<file path="config.mk">
export PLATFORM = sky130hd
export DESIGN_NAME = recovered_clock_output_select
export DESIGN_NICKNAME = d
export VERILOG_FILES = /design/src/shared/recovered_clock_pkg.sv /design/src/core/recovered_clock_output_select.sv
export VERILOG_INCLUDE_DIRS = /design/src /design/src/shared
export SDC_FILE = /design/constraint.sdc
export NUM_CORES = 1
export LEC_CHECK = 0
export ABC_AREA = 1
export BUFFER_PORTS_ARGS = -buffer_cell sky130_fd_sc_hd__buf_2
export CELL_PAD_IN_SITES_DETAIL_PLACEMENT = 1
export CELL_PAD_IN_SITES_GLOBAL_PLACEMENT = 2
export CORE_ASPECT_RATIO = 0.5
export CORE_MARGIN = 1.5
export CORE_UTILIZATION = 21
export DETAILED_ROUTE_END_ITERATION = 10
export GPL_TIMING_DRIVEN = 0
export PLACE_DENSITY = 0.79
export SLEW_MARGIN = 20
export SYNTH_ARGS = -nofsm -noshare
export SYNTH_HDL_FRONTEND = slang
export SYNTH_SLANG_ARGS = --single-unit
</file>
<file path="constraint.sdc">
create_clock -name clk_i -period 1.8 [get_ports clk_i]
set_clock_uncertainty 0.05 [all_clocks]
set_input_delay 0.18 -clock clk_i [delete_from_list [all_inputs] [get_ports clk_i]]
set_output_delay 0.18 -clock clk_i [all_outputs]
set_load 0.02 [all_outputs]
</file>
<file path="src/shared/recovered_clock_map.svh">
// register offsets, fields and reset values of the recovered clock control block
// assumes a wishbone byte address with one 32-bit word per register
`ifndef RECOVERED_CLOCK_MAP_SVH
`define RECOVERED_CLOCK_MAP_SVH
`define RCK_CTRL_INDEX     8'h17
`define RCK_CTRL_ADDR      8'h5C
`define RCK_STATUS_ADDR    8'h60
`define RCK_ENABLE_BIT     15
`define RCK_PORT_HI        14
`define RCK_PORT_LO        11
`define RCK_FREQ_HI        10
`define RCK_FREQ_LO        8
`define RCK_SQL_HI         5
`define RCK_SQL_LO         4
`define RCK_TYPE_HI        2
`define RCK_TYPE_LO        0
`define RCK_CTRL_RESET     16'h0000
`define RCK_CTRL_WMASK     16'hFF37
`define RCK_PORT_MAX       4'h3
`define RCK_FREQ_MAX       3'h2
`define RCK_TYPE_MAX       3'h2
`endif

</file>
<file path="src/shared/recovered_clock_pkg.sv">
// types shared by the recovered clock output select block
package recovered_clock_pkg;
  typedef enum logic [1:0] {
    SQL_STRICT,
    SQL_RELAXED,
    SQL_LINK_ONLY,
    SQL_NEVER
  } squelch_level_t;

  typedef enum logic [1:0] {
    LINK_DOWN,
    LINK_UNSTABLE,
    LINK_UP
  } link_state_t;
endpackage

</file>
<file path="src/core/recovered_clock_output_select.sv">
// recovered clock output one: source, type and frequency select with squelch
// assumes per-port clocks are already sampled into clk_i as levels; squelch pin is async
`timescale 1ns/100ps
`include "recovered_clock_map.svh"

// Notes on behaviour
// output driven only when enable bit set
// port field picks source, codes above three reserved
// frequency field picks 25, 125, 31.25 MHz
// strict squelch: down, master/10M, EEE all low
// relaxed squelch also passes master/10M and LP_IDLE
// link-only squelch: low only when link down
// never squelch, clock passes with link down
// external squelch pin forces output low always
// type field picks serial, copper receive, transmit
// reserved bits read zero; reserved codes squelch
module recovered_clock_output_select #(
  parameter int PORTS = 4
) (
  input  wire logic             clk_i,
  input  wire logic             rst_i,
  input  wire logic [7:0]       adr_i,
  input  wire logic [31:0]      dat_i,
  output logic      [31:0]      dat_o,
  input  wire logic             we_i,
  input  wire logic [3:0]       sel_i,
  input  wire logic             cyc_i,
  input  wire logic             stb_i,
  output logic                  ack_o,
  input  wire logic [PORTS-1:0] serial_clock_i,
  input  wire logic [PORTS-1:0] copper_receive_clock_i,
  input  wire logic [PORTS-1:0] copper_transmit_clock_i,
  input  wire logic [PORTS-1:0] link_up_i,
  input  wire logic [PORTS-1:0] link_unstable_i,
  input  wire logic [PORTS-1:0] master_or_10m_i,
  input  wire logic [PORTS-1:0] eee_mode_i,
  input  wire logic [PORTS-1:0] lp_idle_rx_i,
  input  wire logic             squelch_pin_i,
  output logic                  recovered_clock_out_one_o,
  output logic      [2:0]       output_frequency_o
);

  logic [15:0] control;
  logic [2:0]  squelch_sync;
  logic        squelch_pin;
  logic        clock_pass;
  logic        next_clock;

  localparam logic [15:0] write_mask = `RCK_CTRL_WMASK;

  function automatic logic clock_of(input logic [2:0] kind, input logic s, input logic r,
                                    input logic t);
    case (kind)
      3'h0:    clock_of = s;
      3'h1:    clock_of = r;
      default: clock_of = t;
    endcase
  endfunction

  wire logic [3:0] port_sel = control[`RCK_PORT_HI:`RCK_PORT_LO];
  wire logic [2:0] freq_sel = control[`RCK_FREQ_HI:`RCK_FREQ_LO];
  wire logic [2:0] type_sel = control[`RCK_TYPE_HI:`RCK_TYPE_LO];
  wire recovered_clock_pkg::squelch_level_t level =
    recovered_clock_pkg::squelch_level_t'(control[`RCK_SQL_HI:`RCK_SQL_LO]);
  wire logic [1:0] port_idx = port_sel[1:0];
  wire logic codes_ok = (port_sel <= `RCK_PORT_MAX) && (freq_sel <= `RCK_FREQ_MAX) &&
                        (type_sel <= `RCK_TYPE_MAX);

  // wishbone slave, ack one cycle after strobe, dropped the cycle after
  wire logic req = cyc_i && stb_i && !ack_o;
  // a write lands on the edge at which the master samples ack high
  wire logic write_take = cyc_i && stb_i && we_i && ack_o;

  always_ff @(posedge clk_i) begin
    if (rst_i) begin
      ack_o <= 1'b0;
    end else begin
      ack_o <= req;
    end
  end

  always_ff @(posedge clk_i) begin
    if (rst_i) begin
      control <= `RCK_CTRL_RESET;
    end else if (write_take && adr_i == `RCK_CTRL_ADDR) begin
      if (sel_i[0]) begin
        control[7:0] <= dat_i[7:0] & write_mask[7:0];
      end
      if (sel_i[1]) begin
        control[15:8] <= dat_i[15:8];
      end
    end
  end

  always_ff @(posedge clk_i) begin
    if (rst_i) begin
      dat_o <= 32'h0000_0000;
    end else if (req && !we_i) begin
      if (adr_i == `RCK_CTRL_ADDR) begin
        dat_o <= {16'h0000, control};
      end else if (adr_i == `RCK_STATUS_ADDR) begin
        dat_o <= {29'h0000_0000, squelch_pin, clock_pass, codes_ok};
      end else begin
        dat_o <= 32'h0000_0000;
      end
    end
  end

  // squelch pin synchroniser; change counts when stages two and three agree
  always_ff @(posedge clk_i) begin
    if (rst_i) begin
      squelch_sync <= 3'h7;
      squelch_pin  <= 1'b1;
    end else begin
      squelch_sync <= {squelch_sync[1:0], squelch_pin_i};
      if (squelch_sync[1] == squelch_sync[2]) begin
        squelch_pin <= squelch_sync[2];
      end
    end
  end

  // squelch policy for the selected port
  always_comb begin
    case (level)
      recovered_clock_pkg::SQL_STRICT:
        clock_pass = link_up_i[port_idx] && !link_unstable_i[port_idx] &&
                     !master_or_10m_i[port_idx] && !eee_mode_i[port_idx];
      recovered_clock_pkg::SQL_RELAXED:
        clock_pass = link_up_i[port_idx] && !link_unstable_i[port_idx] &&
                     (!eee_mode_i[port_idx] || lp_idle_rx_i[port_idx]);
      recovered_clock_pkg::SQL_LINK_ONLY:
        clock_pass = link_up_i[port_idx];
      default:
        clock_pass = 1'b1;
    endcase
  end

  always_comb begin
    next_clock = 1'b0;
    if (control[`RCK_ENABLE_BIT] && !squelch_pin && codes_ok && clock_pass) begin
      next_clock = clock_of(type_sel, serial_clock_i[port_idx], copper_receive_clock_i[port_idx],
                            copper_transmit_clock_i[port_idx]);
    end
  end

  always_ff @(posedge clk_i) begin
    if (rst_i) begin
      recovered_clock_out_one_o <= 1'b0;
      output_frequency_o        <= 3'h0;
    end else begin
      recovered_clock_out_one_o <= next_clock;
      output_frequency_o        <= freq_sel;
    end
  end

  sql_pin_a: assert property (@(posedge clk_i) disable iff (rst_i)
    squelch_pin |=> !recovered_clock_out_one_o)
    else $error("clock output not squelched by pin");
  enable_off_a: assert property (@(posedge clk_i) disable iff (rst_i)
    !control[`RCK_ENABLE_BIT] |=> !recovered_clock_out_one_o)
    else $error("clock output driven while disabled");
  port_reserved_a: assert property (@(posedge clk_i) disable iff (rst_i)
    (port_sel > `RCK_PORT_MAX) |=> !recovered_clock_out_one_o)
    else $error("reserved port passed clock");
  freq_follow_a: assert property (@(posedge clk_i) disable iff (rst_i)
    ##1 output_frequency_o == $past(freq_sel))
    else $error("frequency select not followed");
  strict_sql_a: assert property (@(posedge clk_i) disable iff (rst_i)
    (level == recovered_clock_pkg::SQL_STRICT && eee_mode_i[port_idx])
      |=> !recovered_clock_out_one_o)
    else $error("strict squelch passed eee clock");
  relaxed_pass_a: assert property (@(posedge clk_i) disable iff (rst_i)
    (level == recovered_clock_pkg::SQL_RELAXED && link_up_i[port_idx] &&
     !link_unstable_i[port_idx] && master_or_10m_i[port_idx] && !eee_mode_i[port_idx])
      |-> clock_pass)
    else $error("relaxed squelch blocked master clock");
  link_only_a: assert property (@(posedge clk_i) disable iff (rst_i)
    (level == recovered_clock_pkg::SQL_LINK_ONLY && !link_up_i[port_idx])
      |=> !recovered_clock_out_one_o)
    else $error("link-only squelch passed clock with link down");
  never_sql_a: assert property (@(posedge clk_i) disable iff (rst_i)
    (level == recovered_clock_pkg::SQL_NEVER && control[`RCK_ENABLE_BIT] && !squelch_pin &&
     codes_ok && type_sel == 3'h0)
      |=> recovered_clock_out_one_o == $past(serial_clock_i[port_idx]))
    else $error("never squelch blocked clock");
  type_pass_a: assert property (@(posedge clk_i) disable iff (rst_i)
    (control[`RCK_ENABLE_BIT] && !squelch_pin && codes_ok && clock_pass && type_sel == 3'h2)
      |=> recovered_clock_out_one_o == $past(copper_transmit_clock_i[port_idx]))
    else $error("transmit clock not selected");
  rsvd_read_a: assert property (@(posedge clk_i) disable iff (rst_i)
    control[7:6] == 2'h0 && !control[3])
    else $error("reserved control bits set");
  strict_down_a: assert property (@(posedge clk_i) disable iff (rst_i)
    (level == recovered_clock_pkg::SQL_STRICT && !link_up_i[port_idx])
      |=> !recovered_clock_out_one_o)
    else $error("strict squelch passed clock with link down");
  strict_master_a: assert property (@(posedge clk_i) disable iff (rst_i)
    (level == recovered_clock_pkg::SQL_STRICT && master_or_10m_i[port_idx])
      |=> !recovered_clock_out_one_o)
    else $error("strict squelch passed master clock");
  relaxed_lpi_a: assert property (@(posedge clk_i) disable iff (rst_i)
    (level == recovered_clock_pkg::SQL_RELAXED && control[`RCK_ENABLE_BIT] && !squelch_pin &&
     codes_ok && type_sel == 3'h0 && link_up_i[port_idx] && !link_unstable_i[port_idx] &&
     eee_mode_i[port_idx] && lp_idle_rx_i[port_idx])
      |=> recovered_clock_out_one_o == $past(serial_clock_i[port_idx]))
    else $error("relaxed squelch blocked clock during lp idle");
  relaxed_eee_a: assert property (@(posedge clk_i) disable iff (rst_i)
    (level == recovered_clock_pkg::SQL_RELAXED && eee_mode_i[port_idx] && !lp_idle_rx_i[port_idx])
      |=> !recovered_clock_out_one_o)
    else $error("relaxed squelch passed eee clock");
  freq_reserved_a: assert property (@(posedge clk_i) disable iff (rst_i)
    (freq_sel > `RCK_FREQ_MAX) |=> !recovered_clock_out_one_o)
    else $error("reserved frequency passed clock");
  type_reserved_a: assert property (@(posedge clk_i) disable iff (rst_i)
    (type_sel > `RCK_TYPE_MAX) |=> !recovered_clock_out_one_o)
    else $error("reserved clock type passed clock");
  receive_pass_a: assert property (@(posedge clk_i) disable iff (rst_i)
    (control[`RCK_ENABLE_BIT] && !squelch_pin && codes_ok && clock_pass && type_sel == 3'h1)
      |=> recovered_clock_out_one_o == $past(copper_receive_clock_i[port_idx]))
    else $error("copper receive clock not selected");
  rsvd_bus_a: assert property (@(posedge clk_i) disable iff (rst_i)
    (req && !we_i && adr_i == `RCK_CTRL_ADDR)
      |=> (dat_o[7:6] == 2'h0 && !dat_o[3]))
    else $error("reserved control bits read as one");

endmodule // recovered_clock_output_select

</file>
After elaboration in Yosys (flattened, before gate mapping)
Cells that the tools add are included.

Register bits: 54.

Magnitude comparators: 4. Reduce and logical (&&, ||, !) cells: 27. Bitwise gates (word level): 1. Mux-type cells: 20. Equality and inequality tests: 6.

Operators by type and width (count): $bmux W1 S2 (8); $eq A8 B7 Y1 const B (2); $mux W16 (1); $logic_and A1 B1 Y1 (15); $mux W1 (8); $le A3 B2 Y1 const B (2); $logic_not A1 Y1 (6); $le A4 B2 Y1 const B (1); $reduce_and A2 Y1 (2); $eq A3 B1 Y1 const B (1); $logic_not A3 Y1 (1); $lt A2 B3 Y1 const B (1); $mux W3 (1); $pmux W1 S3 (1); $eq A2 B1 Y1 const B (1); $eq A2 B2 Y1 const B (1); $logic_not A2 Y1 (1); $pmux W1 S2 (1); $reduce_or A2 Y1 (1); $eq A1 B1 Y1 (1); $logic_or A1 B1 Y1 (1); $not A1 Y1 (1).

Logic depth before layout (Yosys ltp)
Depth after elaboration: 10. Mapped depth: 10. Gate-level depth less buffers: 10.

Least setup slack after synthesis
Ideal clock, no wire load.

Path type: reg2reg. Start point: register ack_o. End point: register control[13]. Stages on the path, launching flop included: 7. Buffers on the path: 1. Required time: 1.631 ns. Arrival time: 1.277 ns. Clock period less this slack: 1.447 ns. Setup time: 0.119 ns. Path slack: 0.353 ns. Cell sequence: dfxtp_1 inv_1 nor3_2 nand3_2 buf_2 o21ai_0 a21oi_1.

Word-level cells in the longest chain between the ends: 3.

Ends and longest elaborated chain: start, declared (RTL line recovered_clock_output_select.sv:29) `output logic ack_o,`; start signal, assigned (RTL line recovered_clock_output_select.sv:78) `ack_o <= req;`; $logic_and A1 B1 Y1 (RTL line recovered_clock_output_select.sv:72) `wire logic write_take = cyc_i && stb_i && we_i && ack_o;`; $logic_and A1 B1 Y1 (no source line); $reduce_and A2 Y1 (no source line); end signal, assigned (RTL line recovered_clock_output_select.sv:84) `` control <= `RCK_CTRL_RESET; ``; end signal, assigned (RTL line recovered_clock_output_select.sv:90) `control[15:8] <= dat_i[15:8];`; end, declared (RTL line recovered_clock_output_select.sv:43) `logic [15:0] control;`.

Every way passes these cells. A chain may end at the register's enable or synchronous reset.

Worst setup path after layout
Start point: register ack_o. End point: register dat_o[11].

Word-level cells in the longest chain between the ends: 3.

Ends and longest elaborated chain: $logic_not A1 Y1 (RTL line recovered_clock_output_select.sv:70) `wire logic req = cyc_i && stb_i && !ack_o;`; $logic_and A1 B1 Y1 (RTL line recovered_clock_output_select.sv:70); $logic_and A1 B1 Y1 (RTL line recovered_clock_output_select.sv:98) `end else if (req && !we_i) begin`; end signal, assigned (RTL line recovered_clock_output_select.sv:100) `dat_o <= {16'h0000, control};`; end signal, assigned (RTL line recovered_clock_output_select.sv:102) `dat_o <= {29'h0000_0000, squelch_pin, clock_pass, codes_ok};`; end, declared (RTL line recovered_clock_output_select.sv:24) `output logic [31:0] dat_o,`.

Every way passes these cells.

==> impl_metrics.xml <==
<?xml version="1.0" encoding="UTF-8"?>
<metrics>
  <group name="sta">
    <metric name="report.final.setup_viol" unit="">0</metric>
    <metric name="hold_viol_final" unit="">0</metric>
    <metric name="worst_slack" unit="ns">0.322</metric>
    <metric name="period_share" unit="%">82.1</metric>
    <metric name="setup_tns" unit="ns">0</metric>
    <metric name="final_period_minus_worst_setup_slack" unit="ns">1.48</metric>
    <metric name="rsz0062_at_grt" unit="">false</metric>
    <metric name="clock.fmax" unit="GHz">0.676</metric>
    <metric name="timing_max_transition_violations_final" unit="">0</metric>
  </group>
  <group name="floorplanning">
    <metric name="die_ht" unit="um">69.9</metric>
    <metric name="row_count" unit="">24</metric>
    <metric name="start_util" unit="%">21.6</metric>
    <metric name="num_io_pins" unit="">119</metric>
    <metric name="die-area" unit="um^2">9560</metric>
    <metric name="die_w" unit="um">137</metric>
    <metric name="placeableCoreArea" unit="um^2">8710</metric>
  </group>
  <group name="logic_synthesis">
    <metric name="synth_top_area_share" unit="%">37.3</metric>
    <metric name="yosys_warnings" unit="">0</metric>
    <metric name="ys_seq_elements" unit="">35</metric>
    <metric name="ys_top_cells_by_area" unit="">dfxtp_1 (37%), nand2_1 (12%), buf_4 (8.4%), inv_1 (7.2%), a21oi_1 (5.9%)</metric>
    <metric name="synthesis.instances" unit="">264</metric>
    <metric name="post_synth_instance_area" unit="um^2">1880</metric>
    <metric name="postSynthAreaPerCell" unit="um^2">7.12</metric>
    <metric name="synth_area_leader_cell" unit="">dfxtp_1</metric>
    <metric name="synth_cell_type_count" unit="">30</metric>
    <metric name="ys_seq_area_share" unit="%">37.3</metric>
  </group>
  <group name="power_and_ir_drop">
    <metric name="static-leakage-power" unit="nW">1.33</metric>
    <metric name="peakVddDrop" unit="uV">337</metric>
    <metric name="total_power" unit="W">0.00199</metric>
    <metric name="power-per-cell-area" unit="nW/um^2">751</metric>
  </group>
  <group name="detailed_routing">
    <metric name="antenna_violating_nets_post_route" unit="">0</metric>
    <metric name="wl_per_cell" unit="um">10.9</metric>
    <metric name="route.detailed.drc" unit="">0</metric>
    <metric name="routed_wl" unit="um">5270</metric>
    <metric name="drt_iter0_drc" unit="">42</metric>
    <metric name="dr_total_vias" unit="">1912</metric>
    <metric name="routed_via_density" unit="">3.95</metric>
    <metric name="firstDrtPassIters" unit="">4</metric>
  </group>
  <group name="cells_and_area">
    <metric name="insertedDiodeCount" unit="">0</metric>
    <metric name="num-nets-final" unit="">448</metric>
    <metric name="layout_overhead_on_the_synthesized_area" unit="%">41.1</metric>
    <metric name="postLayoutCellArea" unit="um^2">2650</metric>
    <metric name="final_layout_size_suffix_gt1_share" unit="%">35.1</metric>
    <metric name="filler_cell_count" unit="">1140</metric>
  </group>
  <group name="clock_tree">
    <metric name="clk_transition_reported_paths" unit="ns">0.05</metric>
    <metric name="cts.sinks" unit="">35</metric>
    <metric name="cts_root_buffer" unit="">clkbuf_16</metric>
    <metric name="clockBufferDepth" unit="">2</metric>
    <metric name="cts_buffers" unit="">5</metric>
    <metric name="cts.hold.buffers_added" unit="">0</metric>
    <metric name="clock_insertion_delay_worst_skew" unit="ns">0.28</metric>
    <metric name="cts_resized" unit="">0</metric>
    <metric name="htree_levels" unit="">2</metric>
    <metric name="cts_setup_buffers" unit="">0</metric>
    <metric name="cts_tree" unit="">yes</metric>
  </group>
  <group name="setup_path">
    <metric name="worstSetupPathType" unit="">reg -&gt; reg</metric>
    <metric name="end_kind" unit="">flip-flop</metric>
    <metric name="worst_ep_arrival_time" unit="ns">1.64</metric>
    <metric name="critPathRequiredTime" unit="ns">1.96</metric>
    <metric name="worst-path-max-fanout" unit="">10</metric>
    <metric name="kind_of_start_point_of_the_critical_path" unit="">flip-flop</metric>
    <metric name="timing.reg2reg.worst_path_depth" unit="">6</metric>
  </group>
  <group name="global_routing">
    <metric name="grt.total_usage" unit="%">11.6</metric>
    <metric name="grt_pass1_vias" unit="">1846</metric>
    <metric name="grt_start_max_net_pins" unit="">12</metric>
    <metric name="antenna_found_initial" unit="">0</metric>
    <metric name="grt-ovfl-total" unit="">0</metric>
    <metric name="global_route_wire_length_before_repair" unit="um">8670</metric>
  </group>
  <group name="placed_design">
    <metric name="portBuffers" unit="">77</metric>
    <metric name="hpwlAfterDp" unit="um">4270</metric>
    <metric name="dp_slack" unit="ns">0.263</metric>
    <metric name="placedInstanceArea" unit="um^2">2480</metric>
    <metric name="final_wtd_congestion" unit="">0.717</metric>
  </group>
  <group name="hold_path">
    <metric name="holdPathStages" unit="">2</metric>
    <metric name="hold_path_class" unit="">in -&gt; reg</metric>
  </group>
  <group name="outcome">
    <metric name="result_of_the_run" unit="">completed</metric>
  </group>
  <group name="job">
    <metric name="maxCapViolations" unit="">0</metric>
  </group>
</metrics>
-- power by group --
part	total, W	internal, W	switching (W)
registers	0.000781	0.000779	0.00000173
clock network	0.00100	0.000688	0.000317
logic	0.000206	0.0000993	0.000107
total	0.00199	0.00157	0.000425
-- cell type report --
class,count,area [um^2],area share (%)
buffer,29,243,9.15
inverter,38,143,5.38
timing repair buffer,77,385,14.5
tap,117,146,5.52
clock inverter,2,35.0,1.32
sequential,35,701,26.4
multi-input combinational,180,861,32.5
clock buffer,6,139,5.24
-- Yosys cell counts --
cell and n:
o22ai_1 1, nand4_2 1, nand2_2 4, clkbuf_8 3, nor3_1 3, o21ai_0 18
buf_6 1, nor2_1 15, buf_4 21, a31oi_1 1, clkbuf_1 1, nand4_1 3
nor2_4 1, inv_1 36, o22a_1 1, buf_12 1, conb_1 1, nand3_1 16
dfxtp_1 35, or2_2 2, inv_2 2, nand2_1 62, buf_2 1, a21oi_1 22
nand3_2 4, o21ai_1 1, buf_1 1, a32o_1 3, a21oi_2 1, nor3_2 2
-- registers in the layout, summed over array words and instances, names as in the netlist --
signal and flops:
ack_o 1, control 13, dat_o 13, output_frequency_o 3
recovered_clock_out_one_o 1, squelch_pin 1, squelch_sync 3
-- kinds of logic after synthesis --
group	Yosys count	synth area share [%]
flip-flops	35	37.3
buffers and inverters	67	20.5
AND/OR/NAND/NOR	113	27.9
other	1	0.200
AO/OA/AOI/OAI	48	14.1
-- layer usage --
layer / routed length [um] / vias to the layer above / GRT usage (%)
li1: - / 1004 / -
met1: 2570 / 850 / 15.3
met2: 2310 / 51 / 18.8
met3: 322 / 7 / 2.47
met4: 71 / 0 / 3.86
met5: 0 / - / 0
-- per-stage QoR --
| stage | util (%) | std cells | hold slack [ns] |
|---|---|---|---|
| 2_1_floorplan | - | 282 | 0.234 |
| 3_3_place_gp | 28.5 | 476 | 0.318 |
| 3_5_place_dp | 28.5 | 476 | 0.322 |
| 4_1_cts | 30.5 | 484 | 0.0333 |
| 5_1_grt | 30.5 | 484 | 0.0327 |
| 6_report | 30.5 | 484 | 0.0352 |
-- layout by cell type, fill, tap and decap left out, types with 2 or more instances in the layout --
cell type | synthesis | routed
a32o_1 | 3 | 3
buf_2 | 1 | 78
nor3_2 | 2 | 2
buf_4 | 21 | 21
conb_1 | 1 | 19
nor2_1 | 15 | 15
o21ai_0 | 18 | 18
nand2_1 | 62 | 62
or2_2 | 2 | 2
inv_2 | 2 | 2
nand2_2 | 4 | 4
clkbuf_16 | 0 | 5
clkbuf_8 | 3 | 4
a21oi_1 | 22 | 22
nand4_1 | 3 | 3
inv_1 | 36 | 36
nor3_1 | 3 | 3
dfxtp_1 | 35 | 35
nand3_2 | 4 | 4
nand3_1 | 16 | 16
-- final timing paths --
path              slack (ns)              end       startpoint
hold reg to reg         0.36  squelch_sync[1]  squelch_sync[0]
setup / recovery        0.32        dat_o[11]            ack_o
setup reg to reg        0.32        dat_o[11]            ack_o
hold / removal          0.04  squelch_sync[0]    squelch_pin_i
-- worst max-delay path: stages (launching register included) --
cell,delay [ns]
dfxtp_1,0.32
inv_1,0.09
nand4_2,0.18
nor2_1,0.32
buf_4,0.24
nand2_1,0.07
a21oi_1,0.12
Power figures use the tool's default switching activity.
